### src/verilog/brm_defs.vh
// Constants for the binary rate multiplier
`ifndef BRM_DEFS_VH
`define BRM_DEFS_VH
`define BRM_WORD_W 5
`define BRM_PERIOD 32
`define BRM_FIFO_DEPTH 16
`define BRM_FIFO_AW 4
`define BRM_CNT_RST 5'h0_0
`define BRM_SEC_RATE_RST 5'h1_f
`define BRM_PRI_RATE_RST 5'h0_0
`endif

### src/verilog/brm_fifo.v
// Parameterised valid/ready FIFO
`timescale 1ns/1ps
module brm_fifo #(
	parameter W = 5,
	parameter DEPTH = 16,
	parameter AW = 4
) (
	input wire i_ref_clk,
	input wire i_rst_n,
	input wire i_in_valid,
	output wire o_in_ready,
	input wire [W-1:0] i_in_data,
	output wire o_out_valid,
	input wire i_out_ready,
	output wire [W-1:0] o_out_data
);
	reg [W-1:0] mem_q [0:DEPTH-1];
	reg [AW-1:0] wr_q;
	reg [AW-1:0] rd_q;
	reg [AW:0] cnt_q;
	wire push;
	wire pop;
	assign o_in_ready = (cnt_q != DEPTH[AW:0]);
	assign o_out_valid = (cnt_q != {(AW+1){1'b0}});
	assign push = i_in_valid & o_in_ready;
	assign pop = o_out_valid & i_out_ready;
	assign o_out_data = mem_q[rd_q];
	always @(posedge i_ref_clk) begin
		if (push) begin
			mem_q[wr_q] <= i_in_data;
		end
	end
	always @(posedge i_ref_clk or negedge i_rst_n) begin
		if (!i_rst_n) begin
			wr_q <= {AW{1'b0}};
			rd_q <= {AW{1'b0}};
			cnt_q <= {(AW+1){1'b0}};
		end else begin
			if (push) begin
				wr_q <= wr_q + {{(AW-1){1'b0}}, 1'b1};
			end
			if (pop) begin
				rd_q <= rd_q + {{(AW-1){1'b0}}, 1'b1};
			end
			if (push & ~pop) begin
				cnt_q <= cnt_q + {{AW{1'b0}}, 1'b1};
			end else if (pop & ~push) begin
				cnt_q <= cnt_q - {{AW{1'b0}}, 1'b1};
			end
		end
	end
endmodule // brm_fifo

### src/verilog/brm_rate_multiplier.v
// Five-bit binary rate multiplier with two gated phases and cascade
// Function
// - Pulses per 32 clocks equal rate word
// - Counter and primary gating on primary clock
// - Primary rate bits are active high
// - Secondary bits active low, secondary clock gates
// - Interlaced outputs OR into one train
// - Cascade inhibit and enable in, matching outs
// - Both clocks work up to 1MHz
`timescale 1ns/1ps
`include "brm_defs.vh"
module brm_rate_multiplier #(
	parameter W = `BRM_WORD_W,
	parameter DEPTH = `BRM_FIFO_DEPTH,
	parameter AW = `BRM_FIFO_AW
) (
	input wire i_ref_clk,
	input wire i_nrst,
	input wire i_primary_clk,
	input wire i_secondary_clk,
	input wire i_pri_rate_valid,
	output wire o_pri_rate_ready,
	input wire [W-1:0] i_primary_rate,
	input wire [W-1:0] i_secondary_rate_n,
	input wire i_first_stage_inhibit_in,
	input wire i_gate_chain_enable_in,
	output reg o_primary_out,
	output reg o_secondary_out,
	output reg o_next_first_stage_inhibit_out,
	output reg o_next_gate_chain_enable_out,
	output wire [W-1:0] o_count
);
	////////////////////////////////////////////////////////////////
	// Reset release
	reg rst_s1_q;
	reg rst_s2_q;
	always @(posedge i_ref_clk or negedge i_nrst) begin
		if (!i_nrst) begin
			rst_s1_q <= 1'b0;
			rst_s2_q <= 1'b0;
		end else begin
			rst_s1_q <= 1'b1;
			rst_s2_q <= rst_s1_q;
		end
	end
	wire rst_n;
	assign rst_n = rst_s2_q;
	////////////////////////////////////////////////////////////////
	// Pin synchronisers, every pin but the primary rate FIFO inputs sampled twice
	// One pair per pin, so no pin waits on another
	reg pclk_s1_q;
	reg pclk_s2_q;
	reg sclk_s1_q;
	reg sclk_s2_q;
	reg inh_s1_q;
	reg inh_s2_q;
	reg ena_s1_q;
	reg ena_s2_q;
	reg [W-1:0] sec_s1_q;
	reg [W-1:0] sec_s2_q;
	always @(posedge i_ref_clk or negedge rst_n) begin
		if (!rst_n) begin
			pclk_s1_q <= 1'b0;
			pclk_s2_q <= 1'b0;
		end else begin
			pclk_s1_q <= i_primary_clk;
			pclk_s2_q <= pclk_s1_q;
		end
	end
	always @(posedge i_ref_clk or negedge rst_n) begin
		if (!rst_n) begin
			sclk_s1_q <= 1'b0;
			sclk_s2_q <= 1'b0;
		end else begin
			sclk_s1_q <= i_secondary_clk;
			sclk_s2_q <= sclk_s1_q;
		end
	end
	always @(posedge i_ref_clk or negedge rst_n) begin
		if (!rst_n) begin
			inh_s1_q <= 1'b0;
			inh_s2_q <= 1'b0;
		end else begin
			inh_s1_q <= i_first_stage_inhibit_in;
			inh_s2_q <= inh_s1_q;
		end
	end
	always @(posedge i_ref_clk or negedge rst_n) begin
		if (!rst_n) begin
			ena_s1_q <= 1'b0;
			ena_s2_q <= 1'b0;
		end else begin
			ena_s1_q <= i_gate_chain_enable_in;
			ena_s2_q <= ena_s1_q;
		end
	end
	// Secondary word resets to all ones, which gates nothing
	always @(posedge i_ref_clk or negedge rst_n) begin
		if (!rst_n) begin
			sec_s1_q <= `BRM_SEC_RATE_RST;
			sec_s2_q <= `BRM_SEC_RATE_RST;
		end else begin
			sec_s1_q <= i_secondary_rate_n;
			sec_s2_q <= sec_s1_q;
		end
	end
	wire pclk_s;
	wire sclk_s;
	wire inh_s;
	wire ena_s;
	assign pclk_s = pclk_s2_q;
	assign sclk_s = sclk_s2_q;
	assign inh_s = inh_s2_q;
	assign ena_s = ena_s2_q;
	////////////////////////////////////////////////////////////////
	// Clock edge detection; 100 MHz sampling covers 1 MHz clocks easily
	reg pclk_d_q;
	reg sclk_d_q;
	always @(posedge i_ref_clk or negedge rst_n) begin
		if (!rst_n) begin
			pclk_d_q <= 1'b0;
		end else begin
			pclk_d_q <= pclk_s;
		end
	end
	// A high secondary pin after reset gives one early edge; word already holds the pin value then
	always @(posedge i_ref_clk or negedge rst_n) begin
		if (!rst_n) begin
			sclk_d_q <= 1'b0;
		end else begin
			sclk_d_q <= sclk_s;
		end
	end
	wire prise;
	wire srise;
	assign prise = pclk_s & ~pclk_d_q;
	assign srise = sclk_s & ~sclk_d_q;
	////////////////////////////////////////////////////////////////
	// Primary rate words buffered, taken once per counter period
	wire fifo_valid;
	wire [W-1:0] fifo_data;
	wire period_end;
	brm_fifo #(.W(W), .DEPTH(DEPTH), .AW(AW)) u_fifo (
		.i_ref_clk(i_ref_clk),
		.i_rst_n(rst_n),
		.i_in_valid(i_pri_rate_valid),
		.o_in_ready(o_pri_rate_ready),
		.i_in_data(i_primary_rate),
		.o_out_valid(fifo_valid),
		.i_out_ready(period_end),
		.o_out_data(fifo_data)
	);
	reg [W-1:0] pri_rate_q;
	////////////////////////////////////////////////////////////////
	// Counter chain, held while inhibited by upstream stage
	reg [W-1:0] cnt_q;
	wire cnt_adv;
	assign cnt_adv = prise & ~inh_s;
	wire period_last;
	assign period_last = &cnt_q;
	assign period_end = cnt_adv & period_last;
	always @(posedge i_ref_clk or negedge rst_n) begin
		if (!rst_n) begin
			cnt_q <= `BRM_CNT_RST;
			pri_rate_q <= `BRM_PRI_RATE_RST;
		end else begin
			if (cnt_adv) begin
				cnt_q <= cnt_q + {{(W-1){1'b0}}, 1'b1};
			end
			// Word changes only at a period edge so each period counts exactly
			if (period_end & fifo_valid) begin
				pri_rate_q <= fifo_data;
			end
		end
	end
	assign o_count = cnt_q;
	////////////////////////////////////////////////////////////////
	// Gate selection: rate bit W-1-k owns states whose lowest zero is stage k
	reg [W-1:0] sel;
	reg lower_ones;
	integer k;
	always @* begin
		sel = {W{1'b0}};
		lower_ones = 1'b1;
		for (k = 0; k < W; k = k + 1) begin
			if (lower_ones && (cnt_q[k] == 1'b0)) begin
				sel[W-1-k] = 1'b1;
			end
			lower_ones = lower_ones & cnt_q[k];
		end
	end
	wire pri_hit;
	wire sec_hit;
	assign pri_hit = ena_s & ~inh_s & |(sel & pri_rate_q);
	assign sec_hit = ena_s & |(sel & ~sec_s2_q);
	////////////////////////////////////////////////////////////////
	// Output pulses, one reference cycle long, each on its own clock
	always @(posedge i_ref_clk or negedge rst_n) begin
		if (!rst_n) begin
			o_primary_out <= 1'b0;
			o_secondary_out <= 1'b0;
		end else begin
			o_primary_out <= cnt_adv & pri_hit;
			// Distinct clock edges keep the two trains apart when ORed
			o_secondary_out <= srise & sec_hit;
		end
	end
	////////////////////////////////////////////////////////////////
	// Cascade outputs
	always @(posedge i_ref_clk or negedge rst_n) begin
		if (!rst_n) begin
			o_next_first_stage_inhibit_out <= 1'b1;
			o_next_gate_chain_enable_out <= 1'b0;
		end else begin
			// Next stage counts only on our wrap, gates only on our unused state
			o_next_first_stage_inhibit_out <= inh_s | ~period_last;
			o_next_gate_chain_enable_out <= ena_s & period_last;
		end
	end
endmodule // brm_rate_multiplier

### config.mk
export PLATFORM = sky130hd
export DESIGN_NAME = brm_rate_multiplier
export DESIGN_NICKNAME = d
export VERILOG_FILES = /design/src/verilog/brm_fifo.v /design/src/verilog/brm_rate_multiplier.v
export VERILOG_INCLUDE_DIRS = /design/src /design/src/verilog
export SDC_FILE = /design/constraint.sdc
export NUM_CORES = 1
export LEC_CHECK = 0
export ABC_AREA = 1
export BUFFER_PORTS_ARGS = -buffer_cell sky130_fd_sc_hd__buf_4
export CORE_MARGIN = 8
export CORE_UTILIZATION = 30
export CTS_CLUSTER_DIAMETER = 40
export DETAILED_ROUTE_END_ITERATION = 7
export GPL_TIMING_DRIVEN = 0
export PLACE_DENSITY = 0.56
export SLEW_MARGIN = 30
export SYNTH_ARGS = -nofsm -noshare
export SYNTH_HDL_FRONTEND = slang
export SYNTH_SLANG_ARGS = --single-unit
### constraint.sdc
create_clock -name i_ref_clk -period 3.7 [get_ports i_ref_clk]
set_input_delay 0.555 -clock i_ref_clk [delete_from_list [all_inputs] [get_ports i_ref_clk]]
set_output_delay 0.555 -clock i_ref_clk [all_outputs]
set_load 0.01 [all_outputs]
==> After elaboration in Yosys (flattened, before gate mapping) <==
Memories as Yosys holds them, arrays and structs flattened. A register that Yosys moved wholly into a read port is not among the register bits.
Index checks and enable logic that the tools add are counted.
{ "word_totals": {"ff_bits": 44, "ram_bits": 80, "input_bits": 17, "output_inout_bits": 10, "elab_cells": 79, "memories": 1} }
{ "mem_list": {"columns": ["name", "words", "width", "read_ports", "rd_ports_with_merged_regs", "wr", "line", "source"], "rows": [
  ["u_fifo.mem_q", 16, 5, 1, 1, 1, "brm_fifo.v:17", "reg [W-1:0] mem_q [0:DEPTH-1];"]
]} }
{ "op_classes": {"addsub": 5, "n_eq_ne": 1, "muxes": 9, "bitwise": 31, "reduce_logical": 10} }
{ "op_table": {"columns": ["cell", "n"], "rows": [
  ["$and 1x1->1", 17],
  ["$add 5x1->5 const B", 2],
  ["$and 5x5->5", 2],
  ["$mux 5", 2],
  ["$not 1->1", 10],
  ["$reduce_or 5->1", 2],
  ["$add 4x1->4 const B", 2],
  ["$mux 1", 7],
  ["$ne 5x5->1 const B", 1],
  ["$not 5->5", 1],
  ["$reduce_and 5->1", 1],
  ["$reduce_bool 5->1", 1],
  ["$sub 5x1->5 const B", 1],
  ["$logic_and 1x1->1", 4],
  ["$reduce_bool 2->1", 1],
  ["$logic_not 1->1", 1],
  ["$or 1x1->1", 1]
]} }

==> Depth between registers and ports, before layout <==
Gate-level depths: netlist (run 1).
{ "logic_depth": {"word_depth": 9, "ltp_mapped": 14} }

==> Cells and area by module <==
From an unflattened synthesis (run 1), not the netlist that was laid out.
{ "unflattened": {"cells_unflattened": 546, "hier_area_um2": 5615.4} }
{ "by_module_without_submodules": {"columns": ["module", "instances", "cells_each", "area_each_um2", "seq_area_each_um2"], "rows": [
  ["brm_fifo", 1, 434, 4307.9, 2727.6],
  ["brm_rate_multiplier", 1, 112, 1307.5, 914.6]
]} }

==> Worst setup path before layout (run 1) <==
Ideal clock, no wire load.
{ "synth_path": {"path_kind": "flip-flop to flip-flop", "startpoint": "register cnt_q[0], in the netlist o_count[0]", "endpoint": "register u_fifo.cnt_q[4]", "setup_time_ns": 0.065, "t_arrival_ns": 2.386, "setup_slack_ns": 1.249, "stages_incl_launch_ff": 15, "n_path_buf": 0, "synth_period_minus_slack_ns": 2.451, "path_cell_list": "dfrtp_1 > ha_1 > nand2_1 > nor2_1 > ha_1 > o211ai_4 > ha_1 > inv_1 > fa_1 > a21oi_1 > nor2_1 > nor2_1 > xor2_1 > nand2_1 > nand2_1"} }
{ "synth_via": {"elab_chain_cells": 6, "word_cells_on_any_way": 8} }
{ "synth_lines": {"columns": ["item", "line", "source"], "rows": [
  ["from (decl)", "brm_rate_multiplier.v:156", "reg [W-1:0] cnt_q;"],
  ["from (signal assigned)", "brm_rate_multiplier.v:164", "cnt_q <= `BRM_CNT_RST;"],
  ["from (signal assigned)", "brm_rate_multiplier.v:168", "cnt_q <= cnt_q + {{(W-1){1'b0}}, 1'b1};"],
  ["$reduce_and 5->1 (*)", "brm_rate_multiplier.v:160", "assign period_last = &cnt_q;"],
  ["$and 1x1->1 (*)", "brm_rate_multiplier.v:161", "assign period_end = cnt_adv & period_last;"],
  ["$and 1x1->1 (*)", "brm_fifo.v:26", "assign pop = o_out_valid & i_out_ready;"],
  ["$not 1->1", "brm_fifo.v:45", "if (push & ~pop) begin"],
  ["$and 1x1->1", "brm_fifo.v:45", null],
  ["$mux 5 or $reduce_bool 2->1 (tied branches)", null, null],
  ["to (signal assigned)", "brm_fifo.v:37", "cnt_q <= {(AW+1){1'b0}};"],
  ["to (signal assigned)", "brm_fifo.v:46", "cnt_q <= cnt_q + {{AW{1'b0}}, 1'b1};"],
  ["to (signal assigned)", "brm_fifo.v:48", "cnt_q <= cnt_q - {{AW{1'b0}}, 1'b1};"],
  ["to (decl)", "brm_fifo.v:20", "reg [AW:0] cnt_q;"]
]} }
Every way passes the cells marked *; elsewhere a longest branch is shown, timed or not.
A chain may end at the register's enable or synchronous reset.

==> Worst setup path in the final report (run 1) <==
Same ends and word-level chain as after synthesis.

==> impl_summary.log, run 1 <==
INFO  metric outcome = completed
INFO  metric fill_cells = 1817
INFO  metric maxSlewHeadroom = 0.3956
INFO  metric total_nets_after_synthesis = 560
INFO  metric max_slew.worst_pin.slew = 899.6 ps
INFO  metric top_ports = 27
INFO  metric min_path_cells = 1
INFO  metric fraction_of_layout_instances_using_a_drive_strength_above_1 = 0.1567
INFO  metric ff2ff_path_depth = 14
INFO  metric timing.hold.worst.class = in2reg
INFO  metric placed_wire_length_estimate = 8122 µm
INFO  metric critPathRequiredTime = 4050 ps
INFO  metric antenna_found_initial = 0
INFO  metric timing.setup.critical_path_class = reg2reg
INFO  metric multi_input_area = 1473 µm²
INFO  metric detailedRoute.firstPassIterationCount = 4
INFO  metric arrival = 3100 ps
INFO  metric final_common_cell = nand2_1
INFO  metric fin_crit_sh = 0.7426
INFO  metric post-cts-setup-buffer-count = 0
INFO  metric timing_hold_violations_final = 0
INFO  metric die_area = 23080 µm²
INFO  metric synthesis.area_per_instance = 10.50 µm²
INFO  metric dr_wl_met3 = 620 µm
INFO  metric ctsHtreeMaxLevel = 4
INFO  metric synth_enable_flop_cells = 80
INFO  metric cts_sinks = 129
INFO  metric globalRoute.totalOverflow = 0
INFO  metric finish.net_count = 606
INFO  metric routed_wl = 11890 µm
INFO  metric clock_tree.buffer_depth = 2
INFO  metric worst_setup_hold_path_clk_slew = 60 ps
INFO  metric worst-path-max-fanout = 8
INFO  metric layout.cells.most_common_list = 151 x nand2_1, 87 x inv_1, 80 x edfxtp_1
INFO  metric r2r-end = u_fifo.cnt_q[4]
INFO  metric routed.top_layer = met4
INFO  metric static-leakage-power = 0.002950 µW
INFO  metric first_global_vias = 3703
INFO  metric grt_pass1_wl = 19180 µm
INFO  metric drt_first_iter_violations = 256
INFO  metric slew_viol_final = 0
INFO  metric finalWorstPathRequiredPeriod = 2747 ps
INFO  metric placement.io_buffers = 26
INFO  metric grt.total_usage = 0.1049
INFO  metric synthDistinctLibCells = 33
INFO  metric p_total = 3985 µW
INFO  metric clk_latency = 410 ps
INFO  metric timing.hold.ws = 242.5 ps
INFO  metric total_clock_buffers_created_by_cts = 17
INFO  metric std_cell_rows = 49
INFO  metric endpoint_kind = flop
INFO  metric fmax = 364.0 MHz
INFO  metric route.antenna.remaining_nets = 0
INFO  metric synth_async_sr_flop_share = 0.3798
INFO  metric tritoncts_clock_tree = done
INFO  metric min_delay_worst_endpoint = sec_s1_q[2]
INFO  metric grt_start_max_net_pins = 48
INFO  metric num_vias = 3606
INFO  metric placeableCoreArea = 18020 µm²
INFO  metric syn_area = 5542 µm²
INFO  metric insertedDiodeCount = 0
INFO  metric synth_seq_cells = 129
INFO  metric timing.setup.tns = 0 ps
INFO  metric dr_drc_count = 0
INFO  metric crit_path_start_kind = flop
INFO  metric dominantRegCellSynth = edfxtp_1
INFO  metric synth_sequential_area_ratio = 0.6573
INFO  metric routedLengthMet1 = 4978 µm
INFO  metric cap_violations = 0
INFO  metric initial_core_util = 0.3074
INFO  metric power_per_unit_of_standard_cell_area = 601.9 nW/µm²
INFO  metric clock_tree.root_cell = clkbuf_16
INFO  metric route.met2.wl = 6109 µm
INFO  metric worst_ir_drop_vdd = 0.3126 mV
INFO  metric timing.hold.worst.start = i_secondary_rate_n[2]
INFO  metric layout.area.seq = 3646 µm²
INFO  metric unrepaired_setup_endpoints_after_global_routing = no
INFO  metric final-setup-viol-count = 0
INFO  metric place.gp.congestion = 0.8141
INFO  metric r2r_start = o_count[0]
INFO  metric area_delta_synth_final = 19.46%
INFO  metric drt-vias-per-instance = 4.419
INFO  metric wl_per_cell = 14.56 µm
INFO  metric post_cts_resize_count = 0
INFO  metric reg2reg_setup_slack = 950 ps
INFO  metric syn_inst = 528
INFO  metric fp.dieH = 151.9 µm
INFO  metric finClkSkew = 11.51 ps
INFO  metric fp.dieW = 151.9 µm
INFO  metric synthesis.yosys.warnings = 0
==> cell usage after synthesis, types with 2 or more instances <==
library cell | number | area share
inv_1 | 87 | 0.059
inv_2 | 3 | 0.0020
nor2_1 | 12 | 0.0081
dfrtp_1 | 38 | 0.17
a21oi_1 | 3 | 0.0027
nand3_1 | 64 | 0.058
buf_2 | 9 | 0.0081
buf_1 | 3 | 0.0020
ha_1 | 14 | 0.032
o21ai_0 | 7 | 0.0063
nand2_2 | 2 | 0.0023
xor2_1 | 9 | 0.014
buf_6 | 2 | 0.0041
edfxtp_1 | 80 | 0.43
dfstp_2 | 11 | 0.052
clkbuf_1 | 2 | 0.0014
nand4_1 | 4 | 0.0045
nand2_1 | 151 | 0.10
nor3_1 | 13 | 0.012
==> timing repair <==
item,CTS,global route
setup endpoints to repair,0,0
hold buffers,1,0
hold endpoints to repair,2,0
==> area by class of cell <==
class,count,area share
sequential,129,0.5507
buffer,17,0.01418
timing repair buffer,27,0.03100
multi-input combinational,292,0.2225
clock inverter,11,0.01134
tap,229,0.04328
clock buffer,21,0.07598
inverter,90,0.05103
==> where the power goes <==
group / switching (µW) / internal, µW / total, µW
Clock: 615 / 971 / 1590
Sequential: 123 / 1720 / 1840
Combinational: 354 / 206 / 560
==> sequential cells by signal, indices dropped and copies added, names as in the netlist, 4 cells and up <==
| register | flops |
|---|---|
| u_fifo.rd_q | 4 |
| o_count | 5 |
| sec_s2_q | 5 |
| u_fifo.wr_q | 4 |
| pri_rate_q | 5 |
| u_fifo.mem_q | 80 |
| u_fifo.cnt_q | 5 |
| sec_s1_q | 5 |
==> critical path: stages, from the launching register on <==
cell and delay, ps:
dfrtp_1 490, ha_1 250, nand2_1 80, nor2_1 100, ha_1 280, o211ai_4 170
ha_1 280, inv_1 150, ha_1 280, a21oi_1 160, nor2_1 60, nor2_1 110
xor2_1 150, nand2_1 60, nand2_1 50
==> through the flow <==
step           instance area, µm²  instances    util  setup WS (ps)
6_report                     6620        816  0.3673          952.5
3_5_place_dp                 6027        783  0.3344          961.3
5_1_grt                      6620        816  0.3673          689.4
3_3_place_gp                 6023        783  0.3342          988.9
4_1_cts                      6615        816  0.3670          921.6
2_1_floorplan                5542        528       -           1249
==> worst max-delay path by stage <==
stage / startpoint / endpoint / slack [ps] / depth (start not counted)
floorplan: o_count[0] / u_fifo.cnt_q[4] / 1250 / 14
global route: o_count[0] / u_fifo.cnt_q[4] / 690 / 14
CTS: o_count[0] / u_fifo.cnt_q[4] / 920 / 14
detailed placement: o_count[0] / u_fifo.cnt_q[4] / 960 / 14
global placement: o_count[0] / u_fifo.cnt_q[4] / 990 / 14
finish: o_count[0] / u_fifo.cnt_q[4] / 950 / 14
==> metal layers <==
metal | up-vias | track usage
met3 | 6 | 0.02456
met4 | 0 | 0.05375
li1 | 1791 | -
met1 | 1732 | 0.1186
met2 | 77 | 0.1815
met5 | - | 0
==> logic make-up after synthesis <==
| logic type | Yosys count | share of synthesized area |
|---|---|---|
| other | 1 | 0.0006767 |
| xor gates and xnor gates | 10 | 0.01581 |
| buffers and inverters | 107 | 0.07789 |
| and+or+nand+nor | 249 | 0.1928 |
| AOI/OAI and AO/OA | 17 | 0.02032 |
| adders and majority gates | 15 | 0.03522 |
| DFF | 129 | 0.6573 |
Power figures use the tool's default switching activity.
==> inputs of run 2 (changes only) <==
==> constraint.sdc (replaced) <==
create_clock -name i_ref_clk -period 2.8 [get_ports i_ref_clk]
set_input_delay 0.42 -clock i_ref_clk [delete_from_list [all_inputs] [get_ports i_ref_clk]]
set_output_delay 0.42 -clock i_ref_clk [all_outputs]
set_load 0.01 [all_outputs]
==> run 2 against run 1 <==
  * Clock power is 32% higher
  * Cell count is 0.25% higher
  * Utilization is 0.12 points higher
  * Register-to-register slack worse by 680 ps
  * Sequential cell count stayed put
  * Critical endpoint unchanged
  * Total power is 32% higher
  * Via count is 0.39% higher
  * Maximum frequency is 8.7% higher
  * Die area stayed put
  * First-iteration DRC count is 5.9% lower
  * Critical path depth stayed put
==> impl_summary.log, run 2 (same netlist as run 1, synthesis figures left out) <==
INFO  metric route.antenna.remaining_nets = 0
INFO  metric unrepaired_setup_endpoints_after_global_routing = no
INFO  metric power_switching_share = 0.2741
INFO  metric place.gp.congestion = 0.8141
INFO  metric largest_register_ff_count = 80
INFO  metric min_delay_worst_endpoint = sec_s1_q[2]
INFO  metric cap_violations = 0
INFO  metric p_clk_frac = 0.398
INFO  metric slew_viol_final = 0
INFO  metric die_area = 23080 µm²
INFO  metric ff2ff_path_depth = 14
INFO  metric total_clock_buffers_created_by_cts = 17
INFO  metric worst_setup_hold_path_clk_slew = 60 ps
INFO  metric finalWorstSetupSlack = 272.6 ps
INFO  metric drt_first_iter_violations = 241
INFO  metric area_delta_synth_final = 19.85%
INFO  metric finClkSkew = 12.70 ps
INFO  metric endpoint_kind = flop
INFO  metric drt-vias-per-instance = 4.425
INFO  metric insertedDiodeCount = 0
INFO  metric fin_crit_sh = 0.9026
INFO  metric initial_core_util = 0.3074
INFO  metric grt_start_max_net_pins = 48
INFO  metric crit_path_start_kind = flop
INFO  metric fp.dieW = 151.9 µm
INFO  metric globalRoute.totalOverflow = 0
INFO  metric tritoncts_clock_tree = done
INFO  metric cp_top_family = adder cells
INFO  metric layout.area.seq = 3647 µm²
INFO  metric wl_per_cell = 14.43 µm
INFO  metric antenna_found_initial = 0
INFO  metric worst_ir_drop_vdd = 0.4169 mV
INFO  metric top_ports = 27
INFO  metric first_global_vias = 3703
INFO  metric fill_cells = 1815
INFO  metric grt_pass1_wl = 19180 µm
INFO  metric dpl_cell_area = 6027 µm²
INFO  metric placed_wire_length_estimate = 8122 µm
INFO  metric num_vias = 3620
INFO  metric p_total = 5270 µW
INFO  metric r2r_start = o_count[0]
INFO  metric max_slew.worst_pin.slew = 859.6 ps
INFO  metric timing.setup.critical_path_class = reg2reg
INFO  metric dr_drc_count = 0
INFO  metric reg2reg_setup_slack = 270 ps
INFO  metric power.net_switching = 1445 µW
INFO  metric timing.hold.worst.class = in2reg
INFO  metric std_cell_rows = 49
INFO  metric worstPathBufferInverterCount = 1
INFO  metric finish.net_count = 608
INFO  metric placement.io_buffers = 26
INFO  metric static-leakage-power = 0.002953 µW
INFO  metric grt.total_usage = 0.1049
INFO  metric power.share.sequential = 0.462
INFO  metric clk_latency = 420 ps
INFO  metric clock_tree.buffer_depth = 2
INFO  metric r2r-end = u_fifo.cnt_q[4]
INFO  metric routed_wl = 11810 µm
INFO  metric share_comb_of_total_power = 0.140
INFO  metric arrival = 2880 ps
INFO  metric worst-path-max-fanout = 7
INFO  metric largest_register = u_fifo.mem_q
INFO  metric power_per_unit_of_standard_cell_area = 793.5 nW/µm²
INFO  metric cts_sinks = 129
INFO  metric cells_traversed_along_the_worst_timing_path = ha_1, nand2_1, nor2_1, ha_2, o211ai_4, ha_2, inv_1, fa_1, a21oi_1, nor2_1, nor2_1, xor2_1, nand2_1, nand2_1
INFO  metric dp_slack = 61.28 ps
INFO  metric critPathRequiredTime = 3150 ps
INFO  metric internal_power = 3825 µW
INFO  metric finalWorstPathRequiredPeriod = 2527 ps
INFO  metric clock_tree.root_cell = clkbuf_16
INFO  metric crit_path_max_incr_delay = 460 ps
INFO  metric timing.setup.tns = 0 ps
INFO  metric fin_area = 6641 µm²
INFO  metric min_path_cells = 1
INFO  metric final_common_cell = nand2_1
INFO  metric maxSlewHeadroom = 0.4225
INFO  metric fraction_of_layout_instances_using_a_drive_strength_above_1 = 0.1647
INFO  metric fp.dieH = 151.9 µm
INFO  metric ctsHtreeMaxLevel = 4
INFO  metric layout.cells.most_common_list = 151 x nand2_1, 87 x inv_1, 80 x edfxtp_1
INFO  metric crit_path_top_delay_cell = dfrtp_2
INFO  metric timing_hold_violations_final = 0
INFO  metric detailedRoute.firstPassIterationCount = 5
INFO  metric outcome = completed
INFO  metric final-setup-viol-count = 0
INFO  metric timing.hold.worst.start = i_secondary_rate_n[2]
INFO  metric multi_input_area = 1478 µm²
INFO  metric placeableCoreArea = 18020 µm²
INFO  metric fmax = 395.7 MHz
run 2: cell count changes in the layout (fill, tap and decap cells not counted):
cell	change
buf_4	+2
dfrtp_1	-1
dfrtp_2	+1
ha_1	-2
ha_2	+2
run 2: metal layers:
| layer | vias to the layer above | wire [µm] | part of all wire | track usage |
|---|---|---|---|---|
| li1 | 1793 | - | - | - |
| met4 | 0 | 288 | 0.024 | 0.05375 |
| met5 | - | 0 | 0 | 0 |
| met2 | 61 | 6005 | 0.51 | 0.1815 |
| met1 | 1750 | 5071 | 0.43 | 0.1186 |
| met3 | 16 | 439 | 0.037 | 0.02456 |
run 2: final cells by class:
| cell class | count | area share |
|---|---|---|
| clock buffers | 21 | 0.07573 |
| repair buffers | 29 | 0.03316 |
| multi-input cells | 292 | 0.2225 |
| flip-flops and latches | 129 | 0.5492 |
| inverters | 90 | 0.05087 |
| clock inverters | 11 | 0.01130 |
| plain buffers | 17 | 0.01413 |
| well taps | 229 | 0.04314 |
run 2: how the worst max path moves through the flow:
stage	to	cells after the start	startpoint	slack, ps
floorplan	u_fifo.cnt_q[4]	14	o_count[0]	350
global placement	u_fifo.cnt_q[4]	14	o_count[0]	90
detailed placement	u_fifo.cnt_q[4]	14	o_count[0]	60
CTS	u_fifo.cnt_q[4]	14	o_count[0]	20
global route	u_fifo.cnt_q[4]	14	o_count[0]	60
finish	u_fifo.cnt_q[4]	14	o_count[0]	270
run 2: power groups by stage:
stage                     sequential (µW)  clock (µW)  combinational, µW
after CTS                            2430        2120                746
after floorplan                      2440           0                492
final                                2430        2100                740
after global routing                 2460        2210                864
after detailed placement             2470           0                740
after global placement               2460           0                712
run 2: through the flow:
step / cells / utilization / hold slack, ps
global placement: 783 / 0.3342 / 203.1
global route: 818 / 0.3685 / 92.69
CTS: 816 / 0.3670 / 96.81
floorplan: 528 / - / 124.4
finish: 818 / 0.3685 / 103.4
detailed placement: 783 / 0.3344 / 204.4
run 2: timing repair:
item,CTS,global route
setup buffers,0,2
endpoints found under the hold margin,2,0
setup endpoints to repair,0,2
resized for setup,0,3
hold buffers,1,0
